**src/common/rcr_pkg.sv**
```systemverilog
// Contract
// - decode 256 byte locations from a configurable base; registers at fixed offsets
// - pin level registers return present pin levels; writes have no effect
// - ports A/B mode bit: 0 general I/O, 1 latched address out; readable
// - output level register drives pins, reads back; cell-driven pins ignore it
// - direction bit 1 makes pin output, 0 input; readable
// - drive type bit picks open-drain or high slew; readable; push-pull at reset
// - input cell registers return input cell state; writes ignored
// - driver-enabled registers report 1 for enabled drivers, 0 for off; read-only
// - output cell bank read returns cell outputs; write loads cell flip-flops
// - mask bit 1 blocks cell read and write, 0 passes; masks readable
// - main flash protection register is read-only configured setting
// - security register reads secured bit and secondary flash protection
// - first and second power registers are writable and readable
// - third power register bit 1 cleared only by reset, never by write
// - memory page register is writable and readable
// - memory placement register overrides configured setting; reset restores it
package rcr_pkg;
    localparam logic [7:0] OFS_A_PIN   = 8'h00;
    localparam logic [7:0] OFS_B_PIN   = 8'h01;
    localparam logic [7:0] OFS_A_MODE  = 8'h02;
    localparam logic [7:0] OFS_B_MODE  = 8'h03;
    localparam logic [7:0] OFS_A_OUT   = 8'h04;
    localparam logic [7:0] OFS_B_OUT   = 8'h05;
    localparam logic [7:0] OFS_A_DIR   = 8'h06;
    localparam logic [7:0] OFS_B_DIR   = 8'h07;
    localparam logic [7:0] OFS_A_DRV   = 8'h08;
    localparam logic [7:0] OFS_B_DRV   = 8'h09;
    localparam logic [7:0] OFS_A_ICELL = 8'h0A;
    localparam logic [7:0] OFS_B_ICELL = 8'h0B;
    localparam logic [7:0] OFS_A_OEN   = 8'h0C;
    localparam logic [7:0] OFS_B_OEN   = 8'h0D;
    localparam logic [7:0] OFS_C_PIN   = 8'h10;
    localparam logic [7:0] OFS_D_PIN   = 8'h11;
    localparam logic [7:0] OFS_C_OUT   = 8'h12;
    localparam logic [7:0] OFS_D_OUT   = 8'h13;
    localparam logic [7:0] OFS_C_DIR   = 8'h14;
    localparam logic [7:0] OFS_D_DIR   = 8'h15;
    localparam logic [7:0] OFS_C_DRV   = 8'h16;
    localparam logic [7:0] OFS_D_DRV   = 8'h17;
    localparam logic [7:0] OFS_C_ICELL = 8'h18;
    localparam logic [7:0] OFS_C_OEN   = 8'h1A;
    localparam logic [7:0] OFS_D_OEN   = 8'h1B;
    localparam logic [7:0] OFS_CELL1   = 8'h20;
    localparam logic [7:0] OFS_CELL2   = 8'h21;
    localparam logic [7:0] OFS_MASK1   = 8'h22;
    localparam logic [7:0] OFS_MASK2   = 8'h23;
    localparam logic [7:0] OFS_PWR1    = 8'hB0;
    localparam logic [7:0] OFS_PWR2    = 8'hB4;
    localparam logic [7:0] OFS_MPROT   = 8'hC0;
    localparam logic [7:0] OFS_SEC     = 8'hC2;
    localparam logic [7:0] OFS_PWR3    = 8'hC7;
    localparam logic [7:0] OFS_PAGE    = 8'hE0;
    localparam logic [7:0] OFS_PLACE   = 8'hE2;
    // reset values of the writable registers
    localparam logic [7:0] RST_ZERO    = 8'h00;
    localparam logic [7:0] RST_DRV     = 8'h00; // push-pull everywhere
    // bit of the third power register that only reset clears
    localparam int         PWR3_STICKY = 1;
    // one byte-wide bus request from the core
    typedef struct packed {
        logic       sel;   // chip select of the whole window
        logic       rd;
        logic       wr;
        logic [7:0] ofs;
        logic [7:0] wdata;
    } bus_req_t;
endpackage

```
**src/hdl/runtime_control_register_block.sv**
```systemverilog
// byte register window for the processor core; port, cell and power
// registers are held here, the logic they steer lives outside
// read data is registered: it appears one edge after the strobe
// unused offsets ignore writes and read as zero
// only the upper address byte selects the window; the base is the BASE_ADDR parameter
// status inputs cross in through two flops, so their reads lag by two
module runtime_control_register_block #(
    parameter logic [15:0] BASE_ADDR = 16'h0000
) (
    // clock and reset
    input  wire logic        MCLK,
    input  wire logic        RST_N,

    // processor byte bus
    input  wire logic [15:0] ADDR,
    input  wire logic        RD,
    input  wire logic        WR,
    input  wire logic [7:0]  WDATA,
    output logic      [7:0]  RDATA,

    // port pins (ports A..D, 8 bits each)
    input  wire logic [7:0]  PIN_A,
    input  wire logic [7:0]  PIN_B,
    input  wire logic [7:0]  PIN_C,
    input  wire logic [7:0]  PIN_D,
    output logic      [7:0]  OUT_A,
    output logic      [7:0]  OUT_B,
    output logic      [7:0]  OUT_C,
    output logic      [7:0]  OUT_D,
    output logic      [7:0]  DIR_A,
    output logic      [7:0]  DIR_B,
    output logic      [7:0]  DIR_C,
    output logic      [7:0]  DIR_D,
    output logic      [7:0]  DRV_A,
    output logic      [7:0]  DRV_B,
    output logic      [7:0]  DRV_C,
    output logic      [7:0]  DRV_D,
    output logic      [7:0]  MODE_A,
    output logic      [7:0]  MODE_B,

    // status from the port drivers and logic array
    input  wire logic [7:0]  CELL_DRIVES_A,
    input  wire logic [7:0]  CELL_DRIVES_B,
    input  wire logic [7:0]  CELL_DRIVES_C,
    input  wire logic [7:0]  CELL_DRIVES_D,
    input  wire logic [7:0]  DRV_EN_A,
    input  wire logic [7:0]  DRV_EN_B,
    input  wire logic [7:0]  DRV_EN_C,
    input  wire logic [7:0]  DRV_EN_D,
    input  wire logic [7:0]  ICELL_A,
    input  wire logic [7:0]  ICELL_B,
    input  wire logic [7:0]  ICELL_C,

    // output logic cells: present state in, masked load out
    input  wire logic [7:0]  OCELL1_Q,
    input  wire logic [7:0]  OCELL2_Q,
    output logic      [7:0]  OCELL1_LOAD,
    output logic      [7:0]  OCELL2_LOAD,
    output logic      [7:0]  OCELL_DATA,

    // non-volatile settings
    input  wire logic [7:0]  NV_MAIN_PROT,
    input  wire logic [7:0]  NV_SEC_PROT,
    input  wire logic [7:0]  NV_PLACE,

    // power, page and placement
    output logic      [7:0]  PWR1,
    output logic      [7:0]  PWR2,
    output logic      [7:0]  PWR3,
    output logic      [7:0]  PAGE,
    output logic      [7:0]  PLACE
);

    rcr_pkg::bus_req_t req;

    // window decode: upper address byte must match the base
    assign req.sel   = (ADDR[15:8] == BASE_ADDR[15:8]);
    assign req.rd    = RD;
    assign req.wr    = WR;
    assign req.ofs   = ADDR[7:0];
    assign req.wdata = WDATA;

    // a strobe outside the window is ignored entirely
    wire logic wr_go = req.sel & req.wr; // one byte per cycle

    // pin and status inputs come from outside the clock domain
    logic [7:0] s1 [0:14];
    logic [7:0] s2 [0:14];
    wire  logic [7:0] raw [0:14];
    // pin levels of the four ports
    assign raw[0]  = PIN_A;
    assign raw[1]  = PIN_B;
    assign raw[2]  = PIN_C;
    assign raw[3]  = PIN_D;

    // input cell state
    assign raw[4]  = ICELL_A;
    assign raw[5]  = ICELL_B;
    assign raw[6]  = ICELL_C;

    // driver enable status
    assign raw[7]  = DRV_EN_A;
    assign raw[8]  = DRV_EN_B;
    assign raw[9]  = DRV_EN_C;
    assign raw[10] = DRV_EN_D;

    // which port pins an output cell owns
    assign raw[11] = CELL_DRIVES_A;
    assign raw[12] = CELL_DRIVES_B;
    assign raw[13] = CELL_DRIVES_C;
    assign raw[14] = CELL_DRIVES_D;

    // the first flop may go metastable, so only the second reads it
    genvar g;
    generate
        for (g = 0; g < 15; g++) begin : gsync
            always_ff @(posedge MCLK or negedge RST_N) begin
                if (!RST_N) begin
                    s1[g] <= rcr_pkg::RST_ZERO;
                    s2[g] <= rcr_pkg::RST_ZERO;
                end else begin
                    s1[g] <= raw[g];
                    s2[g] <= s1[g];
                end
            end
        end
    endgenerate

    // writable registers, indexed by port
    logic [7:0] out_r [0:3];
    logic [7:0] dir_r [0:3];
    logic [7:0] drv_r [0:3];
    logic [7:0] mode_r [0:1];
    // cell masks: a set bit hides and protects that cell
    logic [7:0] mask1_r;
    logic [7:0] mask2_r;
    // power registers; the power logic reads them directly
    logic [7:0] pwr1_r;
    logic [7:0] pwr2_r;
    logic [7:0] pwr3_r;
    // memory page and placement
    logic [7:0] page_r;
    logic [7:0] place_r;
    // set by the first placement write, cleared only by reset
    logic       place_ld_r;

    // per-port register writes; offsets differ between A/B and C/D
    wire logic [7:0] ofs_out [0:3];
    wire logic [7:0] ofs_dir [0:3];
    wire logic [7:0] ofs_drv [0:3];
    assign ofs_out[0] = rcr_pkg::OFS_A_OUT;
    assign ofs_out[1] = rcr_pkg::OFS_B_OUT;
    assign ofs_out[2] = rcr_pkg::OFS_C_OUT;
    assign ofs_out[3] = rcr_pkg::OFS_D_OUT;

    // direction offsets
    assign ofs_dir[0] = rcr_pkg::OFS_A_DIR;
    assign ofs_dir[1] = rcr_pkg::OFS_B_DIR;
    assign ofs_dir[2] = rcr_pkg::OFS_C_DIR;
    assign ofs_dir[3] = rcr_pkg::OFS_D_DIR;

    // drive type offsets
    assign ofs_drv[0] = rcr_pkg::OFS_A_DRV;
    assign ofs_drv[1] = rcr_pkg::OFS_B_DRV;
    assign ofs_drv[2] = rcr_pkg::OFS_C_DRV;
    assign ofs_drv[3] = rcr_pkg::OFS_D_DRV;

    generate
        for (g = 0; g < 4; g++) begin : gport
            always_ff @(posedge MCLK or negedge RST_N) begin
                if (!RST_N) begin
                    out_r[g] <= rcr_pkg::RST_ZERO;
                    dir_r[g] <= rcr_pkg::RST_ZERO;
                    drv_r[g] <= rcr_pkg::RST_DRV;
                end else begin
                    if (wr_go && req.ofs == ofs_out[g])
                        out_r[g] <= req.wdata;
                    if (wr_go && req.ofs == ofs_dir[g])
                        dir_r[g] <= req.wdata;
                    if (wr_go && req.ofs == ofs_drv[g])
                        drv_r[g] <= req.wdata;
                end
            end
        end
    endgenerate

    // mode, mask, power, page and placement registers
    always_ff @(posedge MCLK or negedge RST_N) begin
        if (!RST_N) begin
            // configuration registers
            mode_r[0]  <= rcr_pkg::RST_ZERO;
            mode_r[1]  <= rcr_pkg::RST_ZERO;
            mask1_r    <= rcr_pkg::RST_ZERO;
            mask2_r    <= rcr_pkg::RST_ZERO;
            // power and memory registers
            pwr1_r     <= rcr_pkg::RST_ZERO;
            pwr2_r     <= rcr_pkg::RST_ZERO;
            pwr3_r     <= rcr_pkg::RST_ZERO;
            page_r     <= rcr_pkg::RST_ZERO;
            place_r    <= rcr_pkg::RST_ZERO;
            place_ld_r <= 1'b0;
        end else begin
            // ports A and B: address-out mode per pin
            if (wr_go && req.ofs == rcr_pkg::OFS_A_MODE)
                mode_r[0] <= req.wdata;
            if (wr_go && req.ofs == rcr_pkg::OFS_B_MODE)
                mode_r[1] <= req.wdata;

            // cell masks take effect on the next access
            if (wr_go && req.ofs == rcr_pkg::OFS_MASK1)
                mask1_r <= req.wdata;
            if (wr_go && req.ofs == rcr_pkg::OFS_MASK2)
                mask2_r <= req.wdata;

            // first two power registers are plain bytes
            if (wr_go && req.ofs == rcr_pkg::OFS_PWR1)
                pwr1_r <= req.wdata;
            if (wr_go && req.ofs == rcr_pkg::OFS_PWR2)
                pwr2_r <= req.wdata;

            // writes may set the sticky bit but never clear it
            if (wr_go && req.ofs == rcr_pkg::OFS_PWR3) begin
                pwr3_r <= req.wdata;
                pwr3_r[rcr_pkg::PWR3_STICKY] <=
                    req.wdata[rcr_pkg::PWR3_STICKY] |
                    pwr3_r[rcr_pkg::PWR3_STICKY];
            end

            // page used by paged memory decoding
            if (wr_go && req.ofs == rcr_pkg::OFS_PAGE)
                page_r <= req.wdata;

            // placement follows the configured setting until first written
            if (wr_go && req.ofs == rcr_pkg::OFS_PLACE) begin
                place_r    <= req.wdata;
                place_ld_r <= 1'b1;
            end else if (!place_ld_r)
                place_r <= NV_PLACE;
        end
    end

    // masked cell loads: a set mask bit keeps that cell unchanged
    // the load is a one-cycle pulse per bit, data travels beside it
    wire logic [7:0] ld1_nxt = (wr_go && req.ofs == rcr_pkg::OFS_CELL1) ?
                               ~mask1_r : 8'h00;
    wire logic [7:0] ld2_nxt = (wr_go && req.ofs == rcr_pkg::OFS_CELL2) ?
                               ~mask2_r : 8'h00;

    // read multiplexer; cell reads show zero where masked
    logic [7:0] rd_nxt;
    always_comb begin
        rd_nxt = 8'h00;
        case (req.ofs)
            // pin levels, two edges behind the pins
            rcr_pkg::OFS_A_PIN:   rd_nxt = s2[0];
            rcr_pkg::OFS_B_PIN:   rd_nxt = s2[1];
            rcr_pkg::OFS_C_PIN:   rd_nxt = s2[2];
            rcr_pkg::OFS_D_PIN:   rd_nxt = s2[3];

            // port configuration reads back as written
            rcr_pkg::OFS_A_MODE:  rd_nxt = mode_r[0];
            rcr_pkg::OFS_B_MODE:  rd_nxt = mode_r[1];
            rcr_pkg::OFS_A_OUT:   rd_nxt = out_r[0];
            rcr_pkg::OFS_B_OUT:   rd_nxt = out_r[1];
            rcr_pkg::OFS_C_OUT:   rd_nxt = out_r[2];
            rcr_pkg::OFS_D_OUT:   rd_nxt = out_r[3];
            rcr_pkg::OFS_A_DIR:   rd_nxt = dir_r[0];
            rcr_pkg::OFS_B_DIR:   rd_nxt = dir_r[1];
            rcr_pkg::OFS_C_DIR:   rd_nxt = dir_r[2];
            rcr_pkg::OFS_D_DIR:   rd_nxt = dir_r[3];
            rcr_pkg::OFS_A_DRV:   rd_nxt = drv_r[0];
            rcr_pkg::OFS_B_DRV:   rd_nxt = drv_r[1];
            rcr_pkg::OFS_C_DRV:   rd_nxt = drv_r[2];
            rcr_pkg::OFS_D_DRV:   rd_nxt = drv_r[3];

            // synchronised cell and driver status
            rcr_pkg::OFS_A_ICELL: rd_nxt = s2[4];
            rcr_pkg::OFS_B_ICELL: rd_nxt = s2[5];
            rcr_pkg::OFS_C_ICELL: rd_nxt = s2[6];
            rcr_pkg::OFS_A_OEN:   rd_nxt = s2[7];
            rcr_pkg::OFS_B_OEN:   rd_nxt = s2[8];
            rcr_pkg::OFS_C_OEN:   rd_nxt = s2[9];
            rcr_pkg::OFS_D_OEN:   rd_nxt = s2[10];

            // output cells and their masks
            rcr_pkg::OFS_CELL1:   rd_nxt = OCELL1_Q & ~mask1_r;
            rcr_pkg::OFS_CELL2:   rd_nxt = OCELL2_Q & ~mask2_r;
            rcr_pkg::OFS_MASK1:   rd_nxt = mask1_r;
            rcr_pkg::OFS_MASK2:   rd_nxt = mask2_r;

            // power, protection, page and placement
            rcr_pkg::OFS_PWR1:    rd_nxt = pwr1_r;
            rcr_pkg::OFS_PWR2:    rd_nxt = pwr2_r;
            rcr_pkg::OFS_MPROT:   rd_nxt = NV_MAIN_PROT;
            rcr_pkg::OFS_SEC:     rd_nxt = NV_SEC_PROT;
            rcr_pkg::OFS_PWR3:    rd_nxt = pwr3_r;
            rcr_pkg::OFS_PAGE:    rd_nxt = page_r;
            rcr_pkg::OFS_PLACE:   rd_nxt = place_r;

            // offsets with no register read as zero
            default:              rd_nxt = 8'h00;
        endcase
        // no strobe or outside the window: the byte stays zero
        if (!(req.sel && req.rd))
            rd_nxt = 8'h00;
    end

    // pins driven by an output cell ignore the output register
    // ownership comes through the synchroniser, so it lags two edges
    wire logic [7:0] outq [0:3];
    generate
        for (g = 0; g < 4; g++) begin : gmask
            assign outq[g] = out_r[g] & ~s2[11 + g];
        end
    endgenerate

    // registered outputs; read data lags the request by one edge
    always_ff @(posedge MCLK or negedge RST_N) begin
        if (!RST_N) begin
            RDATA       <= 8'h00;
            OUT_A       <= 8'h00;
            OUT_B       <= 8'h00;
            OUT_C       <= 8'h00;
            OUT_D       <= 8'h00;
            OCELL1_LOAD <= 8'h00;
            OCELL2_LOAD <= 8'h00;
            OCELL_DATA  <= 8'h00;
        end else begin
            // read byte for the core
            RDATA       <= rd_nxt;

            // port levels, cell-owned pins forced low
            OUT_A       <= outq[0];
            OUT_B       <= outq[1];
            OUT_C       <= outq[2];
            OUT_D       <= outq[3];

            // one-cycle load pulse and its data
            OCELL1_LOAD <= ld1_nxt;
            OCELL2_LOAD <= ld2_nxt;
            OCELL_DATA  <= req.wdata;
        end
    end

    // configuration outputs are the registers themselves
    assign DIR_A  = dir_r[0];
    assign DIR_B  = dir_r[1];
    assign DIR_C  = dir_r[2];
    assign DIR_D  = dir_r[3];

    // drive type per pin: open-drain or slew, push-pull at reset
    assign DRV_A  = drv_r[0];
    assign DRV_B  = drv_r[1];
    assign DRV_C  = drv_r[2];
    assign DRV_D  = drv_r[3];

    // address-out mode for ports A and B
    assign MODE_A = mode_r[0];
    assign MODE_B = mode_r[1];

    // power, page and placement feed the memory and clock logic
    assign PWR1   = pwr1_r;
    assign PWR2   = pwr2_r;
    assign PWR3   = pwr3_r;
    assign PAGE   = page_r;
    assign PLACE  = place_r;

endmodule

```
**config.mk**
```make
export PLATFORM = sky130hd
export DESIGN_NAME = runtime_control_register_block
export DESIGN_NICKNAME = d
export VERILOG_FILES = /design/src/common/rcr_pkg.sv /design/src/hdl/runtime_control_register_block.sv
export SDC_FILE = /design/constraint.sdc
export NUM_CORES = 1
export LEC_CHECK = 0
export ABC_AREA = 0
export BUFFER_PORTS_ARGS = -buffer_cell sky130_fd_sc_hd__buf_4
export CAP_MARGIN = 20
export CELL_PAD_IN_SITES_DETAIL_PLACEMENT = 1
export CELL_PAD_IN_SITES_GLOBAL_PLACEMENT = 2
export CORE_AREA = 2 2 177 248
export CTS_BUF_LIST = sky130_fd_sc_hd__clkbuf_16
export DETAILED_ROUTE_END_ITERATION = 10
export DIE_AREA = 0 0 179 250
export PLACE_DENSITY = 0.93
export SETUP_SLACK_MARGIN = 0.05
export SLEW_MARGIN = 5
export SYNTH_ARGS = -nofsm -noshare
export SYNTH_HDL_FRONTEND = slang
export SYNTH_SLANG_ARGS = --single-unit
```
**constraint.sdc**
```tcl
create_clock -name MCLK -period 2.6 [get_ports MCLK]
set_input_delay 0.13 -clock MCLK [delete_from_list [all_inputs] [get_ports MCLK]]
set_output_delay 0.13 -clock MCLK [all_outputs]
set_load 0.01 [all_outputs]
```
# [After elaboration in Yosys (flattened, before gate mapping)]
# Index checks and enable logic that the tools add are counted.
# Widths: inputs -> output; s select.
[classes] muxes=6 bitwise=14 n_reduce_logical=26 n_eq_ne=36
[op_table] cell="$pmux 8 s36" count=1
[op_table] cell="$eq 8x5->1 const B" count=11
[op_table] cell="$eq 8x8->1 const B" count=7
[op_table] cell="$and 8x8->8" count=6
[op_table] cell="$eq 8x4->1 const B" count=6
[op_table] cell="$not 8->8" count=6
[op_table] cell="$mux 8" count=5
[op_table] cell="$eq 8x3->1 const B" count=4
[op_table] cell="$eq 8x6->1 const B" count=4
[op_table] cell="$logic_and 1x1->1" count=24
[op_table] cell="$eq 8x2->1 const B" count=2
[op_table] cell="$logic_not 8->1" count=2
[op_table] cell="$eq 8x1->1 const B" count=1
[op_table] cell="$ne 2x1->1 const B" count=1
[op_table] cell="$and 1x1->1" count=1
[op_table] cell="$or 1x1->1" count=1
[totals] ff_bits=473 word_cells=142 inputBits=188

# [Depth between registers and ports, before layout]
[logic_depth] ltp_word=4 depth_mapped=9 mapped_depth_nobuf=6

# [Least setup slack after synthesis]
# OpenSTA, ideal clock, no wires.
[synth_path] kind="input-to-reg" start="input ADDR[7]" end="register drv_r (netlist bit DRV_A[0])" arrival_ps=1975 required_ps=2475 setup_slack_ps=500 setup_time_ps=125 stages=7 path_cell_list="buf_2 > or4_4 > buf_6 > nor4_4 > and3_1 > buf_6 > mux2_4"
[synth_between] elab_chain_len=2
[synth_lines] element="start: declaration" line_no="runtime_control_register_block.sv:15" source="input wire logic [15:0] ADDR,"
[synth_lines] element="$eq 8x4->1" line_no="runtime_control_register_block.sv:180" source="if (wr_go && req.ofs == ofs_drv[g])"
[synth_lines] element="$logic_and 1x1->1" line_no="runtime_control_register_block.sv:180"
[synth_lines] element="end signal: indexed assignment" line_no="runtime_control_register_block.sv:174" source="drv_r[g] <= rcr_pkg::RST_DRV;"
[synth_lines] element="end signal: indexed assignment" line_no="runtime_control_register_block.sv:181" source="drv_r[g] <= req.wdata;"
[synth_lines] element="end: declaration" line_no="runtime_control_register_block.sv:132" source="logic [7:0] drv_r [0:3];"
# No other way between the ends.
# A chain may end at the register's enable or synchronous reset.

# [Worst setup path after layout]
[layout_path] start="input ADDR[1]" end="register RDATA[5]"
[layout_between] elab_chain_len=3 elab_cells_between_ends=38
[layout_lines] element="$eq 8x8->1, or another cell as far along" line_no="runtime_control_register_block.sv:253" source="case (req.ofs)"
[layout_lines] element="$pmux 8 s36 *" line_no="runtime_control_register_block.sv:253"
[layout_lines] element="$mux 8 *" line_no="runtime_control_register_block.sv:304" source="if (!(req.sel && req.rd))"
[layout_lines] element="via rd_nxt[5]" line_no="runtime_control_register_block.sv:250" source="logic [7:0] rd_nxt;"
[layout_lines] element="end signal: assignment" line_no="runtime_control_register_block.sv:330" source="RDATA <= rd_nxt;"
[layout_lines] element="end: declaration" line_no="runtime_control_register_block.sv:19" source="output logic [7:0] RDATA,"
# Mark *: on every way through the listed nets, which the timed path passes. The rest lies on a longest branch.

==> impl_metrics.toml <==
[status]
status = "complete, no violations"

[timing]
finalHoldViolations = 0
fin_worst_skew_ns = 0.0191
maxSlewHeadroom_pct = 35.6
slew_violations = 0
worstMarginPinSlew_ns = 0.959
fmax_ghz = 0.445
tns_ns = 0
fin_crit_sh_pct = 86.4
rsz0062_at_grt = "false"
fin_crit_ns = 2.25
setup_viol = 0

[synth]
yosys-top-cells-area = "dfrtp_1 (70%), mux2_2 (9.5%), a22oi_1 (4.0%)"
synth.most_common_cell = "dfrtp_1"
synth.distinct_cells = 55
async_flop_share_pct = 100
synth_edf_count = 0
yosysTopAreaCell = "dfrtp_1"
synth_area_um2 = 16800
synth_ff_type = "dfrtp_1"
ys_ff_latch = 473
syn_area_per_cell_um2 = 15.2
yosysWarnings = 0
synth_nets = 1295
synthesis.instances = 1107
ys_seq_area_share_pct = 70.4
synth_top_area_share_pct = 70.4
synth_commonest_cells = "dfrtp_1 (473), mux2_2 (142), a22oi_1 (90)"

[critical_path]
crit_type = "input pin to flop"
crit_fanout = 13
required_ns = 2.99
cp-end-kind = "flop"
startpoint_type = "input pin"
arrival_ns = 2.64

[drt]
drt-total-wl_um = 66900
drcViolationCount = 0
drt_first_pass_iters = 8
drtAntennaViolNets = 0
avgViaCountPerCell = 5.49
num_vias = 12648
drtIter0Drc = 1002
wire_per_inst_um = 29.1

[clocking]
cts_sinks = 473
clk_root_buffer_cell = "clkbuf_16"
cts_tree = "yes"
post_cts_buffers = 0
ctsHtreeMaxLevel = 2
cts_buffer_depth = 3
worstSkewPairLatency_ns = 0.57
numCtsBuffers = 46
path_clk_slew_ns = 0.07

[global_routing]
grt_start_max_net_pins = 93
grtUsageMet3_pct = 5.67
antenna_found_initial = 1
grt.busiest_layer = "met2"
grt_overflow_total = 0
grt_pass1_wl_um = 96800
grt_pass1_vias = 14416
use_met2_pct = 52.7
grtUsageMet1_pct = 33.4
track_usage_pct = 30.2

[die]
die_h_um = 250
floorplan.rows = 90
die_w_um = 179
dieArea_um2 = 44800
pin_count = 372
coreArea_um2 = 42700
start_util_pct = 39.4

[power_and_ir_drop]
seqPwrFrac_pct = 50.3
power_switching_mw = 3.46
switching_share_pct = 22.7
power_per_cell_area_nw_per_um2 = 641
combPwrFrac_pct = 5.4
p_int_mw = 11.8
p_leak_nw = 11.6
peakVddDrop_mv = 0.523
p_clk_share_pct = 44.3

[finish]
final_core_util_pct = 55.6
top_regs = "s1 (120), s2 (120), out_r (32)"
drive_gt1_share_pct = 42.0
antenna_cells = 0
design_area_um2 = 23700
syn_to_final_growth_pct = 41.3
nNetsFinal = 1902

[placed_design]
place_hpwl_um = 46700
place_congestion = 0.902
place_area_um2 = 20900
port_buffers = 371

[flow_run]
maxCapViolCount = 0

[worst_hold_path]
holdCritPathClass = "input pin to flop"
cell families after synthesis:
family                 count (synthesis)  synth area share [%]
buffers and inverters                 62                  1.93
multiplexers                         160                  10.8
AND/OR/NAND/NOR                      244                  9.32
AO/OA/AOI/OAI                        168                  7.51
flip-flops                           473                  70.4
repair_timing:
item / 4_1_cts / 5_1_grt
hold buffers: 138 / 0
hold endpoints to repair: 220 / 0
resized for setup: 0 / 0
per-stage QoR:
step / hold WS, ns / power [mW] / std cells / setup slack, ns
final: 0.0583 / 15.2 / 2302 / 0.355
after global routing: 0.0507 / 15.7 / 2302 / 0.250
after detailed placement: 0.232 / 8.43 / 2080 / -0.229
after CTS: 0.0296 / 15.2 / 2302 / 0.352
after floorplan: -0.166 / 7.87 / 1107 / 0.500
after global placement: 0.224 / 8.40 / 2080 / -0.167
final timing paths:
check | from | end | slack [ns] | cells past startpoint
max | ADDR[1] | RDATA[5]$_DFF_PN0_ | 0.35 | 8
min | OCELL2_Q[6] | RDATA[6]$_DFF_PN0_ | 0.06 | 5
max reg2reg | PWR3[5]$_DFFE_PN0P_ | RDATA[5]$_DFF_PN0_ | 0.40 | 4
min reg2reg | s1[111]$_DFF_PN0_ | s2[111]$_DFF_PN0_ | 0.34 | 0
max in group asynchronous | RST_N | s1[9]$_DFF_PN0_ | 1.45 | 3
min in group asynchronous | RST_N | s1[32]$_DFF_PN0_ | 0.22 | 2
metal layers:
layer,vias to the layer above,share of wire [%]
met3,235,6.3
met4,2,7.3
met5,-,0.024
li1,5210,-
met1,6543,35
met2,658,51
cells in the final DEF (no fill, tap or decap), drive strengths merged, types with 9 or more instances in the layout:
master         n
nand2         45
buf          472
a21oi         13
o21ai         14
nor2          50
nor4           9
clkbuf        49
inv           21
mux2         151
nor2b         34
dfrtp        473
a32oi          9
clkinv        20
and3          15
dlygate4sd3  138
a221oi        11
mux2i          9
a22oi         90
nand4         16
nor3          39
power groups by stage:
stage	clock (mW)	combinational [mW]	sequential, mW
floorplan	0	0.122	7.75
global placement	0	0.636	7.76
detailed placement	0	0.652	7.78
CTS	6.78	0.825	7.65
global route	7.12	0.885	7.66
finish	6.74	0.829	7.65
worst max-delay path, cell delays in order:
cell and delay (ns):
buf_4 0.21, or4_1 0.43, buf_4 0.24, nor2_2 0.11, a222oi_1 0.39, nand2_1 0.11
nor3_1 0.80, a41oi_1 0.20
area by class of cell:
class / count / area (um^2)
Fill cell: 4138 / 18900
Multi-Input combinational cell: 572 / 4650
Clock buffer: 49 / 1230
Clock inverter: 35 / 269
Tap cell: 552 / 691
Timing Repair Buffer: 610 / 5030
Inverter: 11 / 41.3
Sequential cell: 473 / 11800
Power figures use the tool's default switching activity.
